===== src/pkg/acc_fb_defs.vh =====
// Purpose: Constants for the arithmetic-unit control registers and feedback logic
// Assumes: Included by the feedback control design files
// Notes:   Definitions only
`ifndef ACC_FB_DEFS_VH
`define ACC_FB_DEFS_VH

// ****************************************
// Register map
// ****************************************
`define ARITH_UNIT_CONTROL_ONE_ADDR        4'h0
`define ARITH_UNIT_CONTROL_ZERO_ADDR        4'h1
`define OPND_X_ADDR      4'h2
`define OPND_Y_ADDR      4'h3
`define ARITH_UNIT_CONTROL_ONE_RESET       16'h0000
`define ARITH_UNIT_CONTROL_ZERO_RESET       16'h0000
`define ARITH_UNIT_CONTROL_ONE_WMASK       16'h7FFF

// ****************************************
// Field positions
// ****************************************
`define FBSEL_HI         14
`define FBSEL_LO         12
`define KEEPLOW_HI       11
`define KEEPLOW_LO       6
`define SATDIS_HI        5
`define SATDIS_LO        0
`define DUAL_LOAD_BIT    7
`define LOW_CLEAR_BIT    6

// ****************************************
// Feedback selector codes
// ****************************************
`define FB_NONE          3'h0
`define FB_X_FULL        3'h1
`define FB_X_HIGH        3'h2
`define FB_X_SPLIT       3'h3
`define FB_RESERVED      3'h4
`define FB_Y_FULL        3'h5
`define FB_Y_HIGH        3'h6
`define FB_Y_SPLIT       3'h7

`endif


===== src/accumulator_feedback_control.v =====
// Purpose: Operand feedback, low-half clear and store saturation control
// Assumes: Core presents one decoded instruction per cycle on the ports below
// Notes:   Register port reads return data one cycle after the read strobe
//          Operand registers are readable high halves only; writes go
//          through the instruction load strobes or the feedback copies, never the register port
//          Accumulators zero and one have no keep-low or saturation bits
`timescale 1ns/1ps
`include "acc_fb_defs.vh"
module accumulator_feedback_control #(
  parameter ACC_W = 40,
  parameter OPD_W = 32
)(
  // Clock and reset
  input  wire             clk,
  input  wire             rst_n,
  // Register port
  input  wire [3:0]       reg_addr,
  input  wire [15:0]      reg_wdata,
  input  wire             reg_wr,
  input  wire             reg_rd,
  output reg  [15:0]      reg_rdata,
  // Accumulator writes from the core
  input  wire [ACC_W-1:0] acc_wdata,
  input  wire [2:0]       acc_wsel,
  input  wire             acc_wr_full,
  input  wire             acc_wr_high,
  input  wire             acc_is_arith,
  input  wire [ACC_W-1:0] acc7_wdata,
  input  wire             acc7_wr,
  // Explicit operand loads from the instruction
  input  wire [15:0]      opnd_ldata,
  input  wire             ld_x_high,
  input  wire             ld_x_low,
  input  wire             ld_y_high,
  input  wire             ld_y_low,
  // Accumulator store path
  input  wire [2:0]       st_sel,
  input  wire [1:0]       st_part,
  output reg  [15:0]      st_data,
  // Accumulator file and operand views
  output wire [ACC_W-1:0] acc_six,
  output wire [ACC_W-1:0] acc_seven,
  output reg  [OPD_W-1:0] first_operand,
  output reg  [OPD_W-1:0] second_operand
);

  // ****************************************
  // Control registers
  // ****************************************
  reg  [15:0]      arith_unit_control_one_reg;
  reg  [15:0]      arith_unit_control_zero_reg;
  reg  [ACC_W-1:0] acc_reg [0:7];
  reg  [OPD_W-1:0] first_next;
  reg  [OPD_W-1:0] second_next;
  reg  [ACC_W-1:0] acc_lo_next;
  wire [2:0]       fb_sel;
  wire [5:0]       keep_low_half;
  wire [5:0]       sat_disable;
  wire             dual_load;
  wire             low_clear_mode;
  wire             arith6;
  wire             arith6_high;
  wire             arith7;
  wire [15:0]      hi6;
  wire [15:0]      hi7;
  wire [ACC_W-1:0] st_raw;
  wire [ACC_W-1:0] st_sat;
  wire             st_sat_en;
  integer          i;

  // Field views of the two control registers
  assign fb_sel         = arith_unit_control_one_reg[`FBSEL_HI:`FBSEL_LO];
  assign keep_low_half  = arith_unit_control_one_reg[`KEEPLOW_HI:`KEEPLOW_LO];
  assign sat_disable    = arith_unit_control_one_reg[`SATDIS_HI:`SATDIS_LO];
  assign dual_load      = arith_unit_control_zero_reg[`DUAL_LOAD_BIT];
  assign low_clear_mode = ~arith_unit_control_zero_reg[`LOW_CLEAR_BIT];

  always @(posedge clk)
  begin
    if (!rst_n)
    begin
      arith_unit_control_one_reg <= `ARITH_UNIT_CONTROL_ONE_RESET;
      arith_unit_control_zero_reg <= `ARITH_UNIT_CONTROL_ZERO_RESET;
    end
    else if (reg_wr)
    begin
      if (reg_addr == `ARITH_UNIT_CONTROL_ONE_ADDR)
        arith_unit_control_one_reg <= reg_wdata & `ARITH_UNIT_CONTROL_ONE_WMASK;
      if (reg_addr == `ARITH_UNIT_CONTROL_ZERO_ADDR)
        arith_unit_control_zero_reg <= reg_wdata;
    end
  end

  // ****************************************
  // Register read port
  // ****************************************
  always @(posedge clk)
  begin
    if (!rst_n)
      reg_rdata <= 16'h0000;
    else if (reg_rd)
    begin
      case (reg_addr)
        `ARITH_UNIT_CONTROL_ONE_ADDR: reg_rdata <= arith_unit_control_one_reg;
        `ARITH_UNIT_CONTROL_ZERO_ADDR: reg_rdata <= arith_unit_control_zero_reg;
        `OPND_X_ADDR: reg_rdata <= first_operand[OPD_W-1:16];
        `OPND_Y_ADDR: reg_rdata <= second_operand[OPD_W-1:16];
        default: reg_rdata <= 16'h0000;
      endcase
    end
    else
      reg_rdata <= 16'h0000;
  end

  // ****************************************
  // Accumulator file
  // ****************************************
  // Only accumulators two to seven have keep-low bits; others always clear low
  // A full write wins over a high-half write in the same cycle
  // The dual-result port to accumulator seven is applied last, so it wins
  // over a normal write that also selects accumulator seven
  always @(posedge clk)
  begin
    if (!rst_n)
    begin
      for (i = 0; i < 8; i = i + 1)
        acc_reg[i] <= {ACC_W{1'b0}};
    end
    else
    begin
      if (acc_wr_full)
        acc_reg[acc_wsel] <= acc_wdata;
      else if (acc_wr_high)
        acc_reg[acc_wsel] <= acc_lo_next;
      if (acc7_wr)
        acc_reg[7] <= acc7_wdata;
    end
  end

  always @*
  begin
    acc_lo_next = {acc_wdata[ACC_W-1:16], acc_reg[acc_wsel][15:0]};
    if (acc_wsel < 3'h2)
      acc_lo_next[15:0] = 16'h0000;
    else if (!keep_low_half[acc_wsel - 3'h2])
      acc_lo_next[15:0] = 16'h0000;
  end

  assign acc_six   = acc_reg[6];
  assign acc_seven = acc_reg[7];

  // ****************************************
  // Feedback decode
  // ****************************************
  assign arith6      = acc_is_arith && (acc_wsel == 3'h6) && (acc_wr_full || acc_wr_high);
  assign arith6_high = arith6;
  assign arith7      = acc_is_arith && acc7_wr;
  assign hi6         = acc_wdata[31:16];
  assign hi7         = acc7_wdata[31:16];

  // Next operand values are built in three layers, lowest priority first:
  // explicit second operand loads with their dual-load mirror, then the
  // feedback copies, then explicit loads again so the instruction wins
  // for every half that it names
  always @*
  begin
    first_next  = first_operand;
    second_next = second_operand;
    // Dual load mode copies second operand loads into the first operand
    if (ld_y_high)
    begin
      second_next[31:16] = opnd_ldata;
      if (dual_load)
        first_next[31:16] = opnd_ldata;
      if (low_clear_mode && !ld_y_low)
      begin
        second_next[15:0] = 16'h0000;
        if (dual_load)
          first_next[15:0] = 16'h0000;
      end
    end
    if (ld_y_low)
    begin
      second_next[15:0] = opnd_ldata;
      if (dual_load)
        first_next[15:0] = opnd_ldata;
    end
    // Feedback copies; only arithmetic results reach this point
    case (fb_sel)
      `FB_X_FULL:
      begin
        if (arith6 && acc_wr_full)
          first_next = acc_wdata[31:0];
        if (arith6 && acc_wr_high && !acc_wr_full)
          first_next[31:16] = hi6;
      end
      `FB_X_HIGH:
      begin
        if (arith6_high)
          first_next[31:16] = hi6;
      end
      `FB_X_SPLIT:
      begin
        if (arith6_high)
          first_next[31:16] = hi6;
        if (arith7)
          first_next[15:0] = hi7;
      end
      `FB_Y_FULL:
      begin
        if (arith6 && acc_wr_full)
        begin
          second_next = acc_wdata[31:0];
          if (dual_load)
            first_next = acc_wdata[31:0];
        end
        else if (arith6)
        begin
          second_next[31:16] = hi6;
          if (dual_load)
            first_next[31:16] = hi6;
        end
      end
      `FB_Y_HIGH:
      begin
        if (arith6_high)
        begin
          second_next[31:16] = hi6;
          if (dual_load)
            first_next[31:16] = hi6;
          if (low_clear_mode)
          begin
            second_next[15:0] = 16'h0000;
            if (dual_load)
              first_next[15:0] = 16'h0000;
          end
        end
      end
      `FB_Y_SPLIT:
      begin
        if (arith6_high)
        begin
          second_next[31:16] = hi6;
          if (dual_load)
            first_next[31:16] = hi6;
          if (low_clear_mode && !arith7)
            second_next[15:0] = 16'h0000;
        end
        if (arith7)
        begin
          second_next[15:0] = hi7;
          if (dual_load)
            first_next[15:0] = hi7;
        end
      end
      default:
      begin
        first_next  = first_next;
        second_next = second_next;
      end
    endcase
    // Explicit instruction loads win over feedback for the same portion
    if (ld_x_high)
      first_next[31:16] = opnd_ldata;
    if (ld_x_low)
      first_next[15:0] = opnd_ldata;
    if (ld_y_high)
      second_next[31:16] = opnd_ldata;
    if (ld_y_low)
      second_next[15:0] = opnd_ldata;
  end

  always @(posedge clk)
  begin
    if (!rst_n)
    begin
      first_operand  <= {OPD_W{1'b0}};
      second_operand <= {OPD_W{1'b0}};
    end
    else
    begin
      first_operand  <= first_next;
      second_operand <= second_next;
    end
  end

  // ****************************************
  // Store path with saturation
  // ****************************************
  // The saturated value feeds only the store port; the accumulator file
  // keeps its full guard-bit contents
  assign st_raw    = acc_reg[st_sel];
  assign st_sat_en = (st_sel >= 3'h2) && !sat_disable[st_sel - 3'h2];

  acc_saturate #(
    .ACC_W   (ACC_W)
  ) u_sat (
    .acc_in  (st_raw),
    .sat_en  (st_sat_en),
    .acc_out (st_sat)
  );

  always @(posedge clk)
  begin
    if (!rst_n)
      st_data <= 16'h0000;
    else
    begin
      // Part 2 returns the guard bits sign-extended to a word
      case (st_part)
        2'h0: st_data <= st_sat[15:0];
        2'h1: st_data <= st_sat[31:16];
        2'h2: st_data <= {{(16-(ACC_W-32)){st_sat[ACC_W-1]}}, st_sat[ACC_W-1:32]};
        default: st_data <= 16'h0000;
      endcase
    end
  end

endmodule


===== src/acc_saturate.v =====
// Purpose: 32-bit saturation of a 40-bit accumulator value for stores
// Assumes: Accumulator is two's complement, 40 bits with 8 guard bits
// Notes:   Combinational; accumulator itself is never changed
`timescale 1ns/1ps
module acc_saturate #(
  parameter ACC_W = 40
)(
  // Value and control
  input  wire [ACC_W-1:0] acc_in,
  input  wire             sat_en,
  // Result
  output wire [ACC_W-1:0] acc_out
);
  wire over;
  wire [ACC_W-1:0] pos_lim;
  wire [ACC_W-1:0] neg_lim;

  // Overflow when the guard bits are not a sign extension of bit 31
  assign over    = ~(&acc_in[ACC_W-1:31] | ~(|acc_in[ACC_W-1:31]));
  assign pos_lim = {{(ACC_W-31){1'b0}}, {31{1'b1}}};
  assign neg_lim = {{(ACC_W-31){1'b1}}, {31{1'b0}}};
  assign acc_out = (sat_en && over) ? (acc_in[ACC_W-1] ? neg_lim : pos_lim) : acc_in;
endmodule


===== config.mk =====
export PLATFORM = sky130hd
export DESIGN_NAME = accumulator_feedback_control
export DESIGN_NICKNAME = d
export VERILOG_FILES = /design/src/accumulator_feedback_control.v /design/src/acc_saturate.v
export VERILOG_INCLUDE_DIRS = /design/src /design/src/pkg
export SDC_FILE = /design/constraint.sdc
export NUM_CORES = 1
export LEC_CHECK = 0
export BUFFER_PORTS_ARGS = -buffer_cell sky130_fd_sc_hd__buf_2
export CORE_MARGIN = 3
export CORE_UTILIZATION = 58
export CTS_CLUSTER_DIAMETER = 50
export CTS_CLUSTER_SIZE = 30
export DETAILED_ROUTE_END_ITERATION = 12
export MAX_ROUTING_LAYER = met4
export PLACE_DENSITY = 0.78
export REMOVE_ABC_BUFFERS = 1
export SLEW_MARGIN = 10
export SYNTH_ARGS = -nofsm -noshare
export SYNTH_HDL_FRONTEND = slang
export SYNTH_SLANG_ARGS = --single-unit

===== constraint.sdc =====
create_clock -name clk -period 4.75 [get_ports clk]
set_input_delay 0.2375 -clock clk [delete_from_list [all_inputs] [get_ports clk]]
set_output_delay 0.2375 -clock clk [all_outputs]
set_load 0.01 [all_outputs]

# --- Yosys cells after proc, flatten, opt, wreduce, memory -nomap -nowiden ---
# Memories as Yosys holds them, arrays and structs flattened.
# Index checks and enable logic that the tools add are counted.
word_totals:
  elab_cells: 134
  out_inout_bits: 176
  register_bits: 127
  in_bits: 136
  mem_count: 1
  ram_bits: 320
op_classes:
  n_mux: 65
  add_sub_neg: 2
  n_lt_le_gt_ge: 4
  n_bitwise: 16
  reduce_logical: 25
  n_eq_ne: 15
memory_table:
  columns: ["name", "words", "word_bits", "read_ports", "rd_clocked_by_memory_dff", "write_ports", "line_no", "text"]
  rows:
  - ["acc_reg", 8, 40, 3, 0, 8, "accumulator_feedback_control.v:52", "reg [ACC_W-1:0] acc_reg [0:7];"]
ops:
  columns: ["cell", "n"]
  rows:
  - ["$mux W16", 31]
  - ["$mux W32", 7]
  - ["$mux W40", 4]
  - ["$pmux W16 S5", 2]
  - ["$pmux W32 S3", 1]
  - ["$pmux W16 S4", 1]
  - ["$pmux W16 S3", 1]
  - ["$reduce_or A40 Y1", 1]
  - ["$mux W24", 1]
  - ["$eq A3 B3 Y1 const B", 6]
  - ["$mux W1", 13]
  - ["$logic_and A1 B1 Y1", 10]
  - ["$reduce_and A9 Y1", 1]
  - ["$reduce_or A9 Y1", 1]
  - ["$eq A4 B2 Y1 const B", 2]
  - ["$lt A3 B4 Y1 const B", 2]
  - ["$reduce_and A2 Y1", 4]
  - ["$and A1 B1 Y1", 6]
  - ["$bmux W1 S3", 2]
  - ["$eq A3 B2 Y1 const B", 2]
  - ["$not A1 Y1", 6]
  - ["$sub A3 B2 Y3 const B", 2]
  - ["$eq A4 B1 Y1 const B", 1]
  - ["$logic_not A1 Y1", 4]
  - ["13 further kinds", 16]

# --- Depth between registers and ports, before layout ---
logic_depth:
  ltp_word: 11
  mapped_depth: 12
  mapped_depth_nobuf: 8

# --- Cells and area by module ---
# Synthesis repeated with hierarchy kept, for this count alone.
unflattened:
  hier_cells: 1906
  area_unflattened_um2: 21479.4
by_module_without_submodules:
  columns: ["mod", "cells_each", "n_inst", "area_per_inst_um2"]
  rows:
  - ["accumulator_feedback_control", 1843, 1, 20995.1]
  - ["acc_saturate", 63, 1, 484.2]

# --- Least setup slack after synthesis ---
# Ideal clock, no wire load.
synth_timing:
  kind: "input-to-reg"
  startpoint: "input acc_wsel[0]"
  endpoint: "memory acc_reg[1][16], enable pin"
  setup_ns: 0.381
  slack_ns: 1.835
  path_stages: 8
  required_time_ns: 4.369
  n_path_buf: 2
  arrival_time_ns: 2.534
  path_cell_list: "buf_2 > mux4_2 > a22oi_2 > o2111ai_4 > a21boi_4 > nand2_1 > clkbuf_1 > nand2_1"
synth_rtl:
  columns: ["item", "line_no", "text"]
  rows:
  - ["start, declared", "accumulator_feedback_control.v:24", "input wire [2:0] acc_wsel,"]
  - ["end, declared", "accumulator_feedback_control.v:52", null]

==> out/results.tsv <==
metric	value	unit
clk_latency	560	ps
largest_reg_flops	320	
initialDrtViolationCount	2265	
combPwrFrac	12.0	%
wl_met1	24600	um
fmax	283	MHz
instances_no_fill	2454	
async_flop_share	0	%
ys_seq_area_share	58.4	%
cpPeakStageDelay	740	ps
synth-main-ff-cell	edfxtp_1	
leakage	9.82	nW
finish.utilization	69.1	%
worstPathArrival	3700	ps
synthToLayoutAreaGrowth	16.1	%
placed_cell_area	22600	um^2
clock_power_share	36.9	%
grt_pass1_wl	101000	um
dp.final_hpwl	45300	um
path_max_fanout	34	
io_buffers	311	
core_area	35000	um^2
h-tree-depth	2	
dp_cells	2364	
fin_area	24100	um^2
synth_area	20800	um^2
syn_area_per_cell	12.2	um^2
detail-route-antenna-nets	0	
finClkSkew	35.8	ps
rsz0062_at_grt	false	
p_int	6.62	mW
nNetsFinal	2107	
vias	16380	
worstSetupPathType	register to register	
status	completed	
yosys_warnings	0	
setup_viol	0	
rows	68	
path_clk_slew	80	ps
start_util	59.5	%
maxSlewHeadroom	18.5	%
wl_met2	31500	um
place_congestion	0.944	
io_pins	312	
finalPower	8.95	mW
synth_enable_flop_cells	320	
synth_mux_area_share	13.3	%
overflow	0	
seqPwrFrac	51.0	%
drive_gt1_share	27.2	%
yosys.area_share.adder	0.301	%
die-area	38200	um^2
ys_ff_latch	447	
grt_antenna_before_repair	4	
vias_per_cell	6.67	
critPathSlowestCell	nand2_1	
cp-end-kind	register	
met3_length	7920	um
hold_viol	0	
synth_xor_xnor_area_share	0	%
drv_cap	0	
clk_path_buf_depth	3	
cts_buffers	38	
post-place-ws	1040	ps
holdCritPathClass	input pin to register	
path_cells	mux4_2 -> a22oi_2 -> o2111ai_4 -> buf_4 -> a21boi_4 -> buf_4 -> nand2_1 -> nand2_1	
first_pass_iters	6	
grt_pass1_vias	16180	
setup_ws	1220	ps
topRoutingLayerUsed	met4	
worst_pin_slew	1210	ps
grt_util_all_layers	35.8	%
synth_top_family_by_area	simple AND/OR/NAND/NOR gates	
synth_simple_gate_area_share	13.5	%
root_buffer	clkbuf_16	
dieHeight	195	um
synthCells	1706	
cts_resized	0	
p_sw_share	26.1	%
p_per_area	370	nW/um^2
worstSetupStartpointType	register	
layout_min_cycle_time	3530	ps
fin_crit_sh	74.4	%
slew_violations	0	
critical_path.top_delay_family	simple AND/OR/NAND/NOR gates	
cts_setup_buffers	0	
cts_sinks	447	
cp_data_required_time	4920	ps
die_w	195	um
cts_tree	done	
synth_compound_area_share	11.1	%
n_fill_cell	2517	
wire_per_inst	27.5	um
timing.hold.ws	31.1	ps
grt_max_degree	52	
netSwitchingPower	2.33	mW
drc	0	
synth.distinct_cells	65	
routed_wirelength	67500	um
fin_setup_tns	0	ps
peakVddDrop	349	uV
crit_buf_inv	2	
==> what timing repair did <==
item / in CTS / in global routing
hold endpoints to repair: 32 / 0
hold buffers: 17 / 0
setup endpoints to repair: 0 / 0
==> Yosys cell counts (all sizes together), types with 5 or more instances <==
library cell  count  share of area (%)
mux2             12               0.67
a22o             16               0.67
and2             17               0.51
buf              26               0.80
a221oi           47                2.0
clkbuf          121                2.2
a21oi           100                2.4
nand3             5               0.14
nand2           218                4.0
o21ai           110                2.7
mux4             95                 10
o221a            15               0.81
and3            192                5.8
mux2i            45                2.2
nor2            126                2.3
nor2b             7               0.21
a22oi            35                1.3
edfxtp          320                 46
inv              21               0.38
ha                5               0.30
dfxtp           127                 12
==> worst min-delay path: cells and delay by family <==
family	cells	cell delay (ps)
and+or+nand+nor	1	40
buffers and inverters	1	70
muxes	1	110
==> path summary, 6_finish.rpt <==
kind	startpoint	slack [ps]	cells after the start	end
worst max-delay path	arith_unit_control_one_reg[7]	1220	8	acc_reg[1][2]
worst min-delay path	acc7_wdata[2]	30	3	acc_reg[7][2]
worst max register to register	arith_unit_control_one_reg[7]	1220	8	acc_reg[1][2]
worst min register to register	second_operand[10]	460	2	second_operand[10]
==> cell usage in the layout, fill, tap and decap left out, drive strengths merged, types with 3 or more instances in the layout <==
master / synthesis / routed
nand3: 5 / 5
and2: 17 / 17
mux4: 95 / 95
nor2: 126 / 126
diode: 0 / 3
buf: 26 / 350
dfxtp: 127 / 127
dlygate4sd3: 0 / 17
and3: 192 / 192
a21oi: 100 / 100
o21ai: 110 / 110
o221a: 15 / 15
edfxtp: 320 / 320
clkinv: 0 / 10
mux2: 12 / 12
inv: 21 / 30
o32ai: 3 / 3
a22oi: 35 / 35
nand2: 218 / 218
clkbuf: 121 / 47
ha: 5 / 5
nand2b: 4 / 4
mux2i: 45 / 45
a221oi: 47 / 47
a22o: 16 / 16
nor2b: 7 / 7
==> layer usage <==
layer,vias to the layer above,GRT usage (%)
met3,177,7.78
li1,7004,-
met5,-,-
met2,1222,54.1
met4,0,16.1
met1,7977,47.2
==> layout make-up <==
class / count / area (um^2) / area share (%)
sequential: 447 / 12200 / 50.3
clock buffer: 47 / 1070 / 4.42
timing repair buffer: 367 / 2040 / 8.44
tap: 455 / 569 / 2.36
inverter: 21 / 78.8 / 0.326
clock inverter: 23 / 255 / 1.06
antenna: 3 / 7.51 / 0.0311
multi-input combinational: 1091 / 7980 / 33.0
==> cells by family (layout without fill, tap and decap cells) <==
| logic type | count (synthesis) | in the layout |
|---|---|---|
| mux | 152 | 152 |
| other cells | 0 | 3 |
| flops | 447 | 447 |
| compound gates | 350 | 350 |
| buf+inv | 168 | 458 |
| fa+ha+maj | 5 | 5 |
| simple gates | 584 | 584 |
==> power groups by stage <==
stage / clock, mW / sequential (mW) / combinational, mW
floorplan: 0 / 4.64 / 0.469
global placement: 0 / 4.64 / 1.03
detailed placement: 0 / 4.65 / 1.05
CTS: 3.31 / 4.56 / 1.07
global route: 3.46 / 4.58 / 1.14
finish: 3.31 / 4.56 / 1.08
No activity file was read; power rests on OpenSTA's default activity.
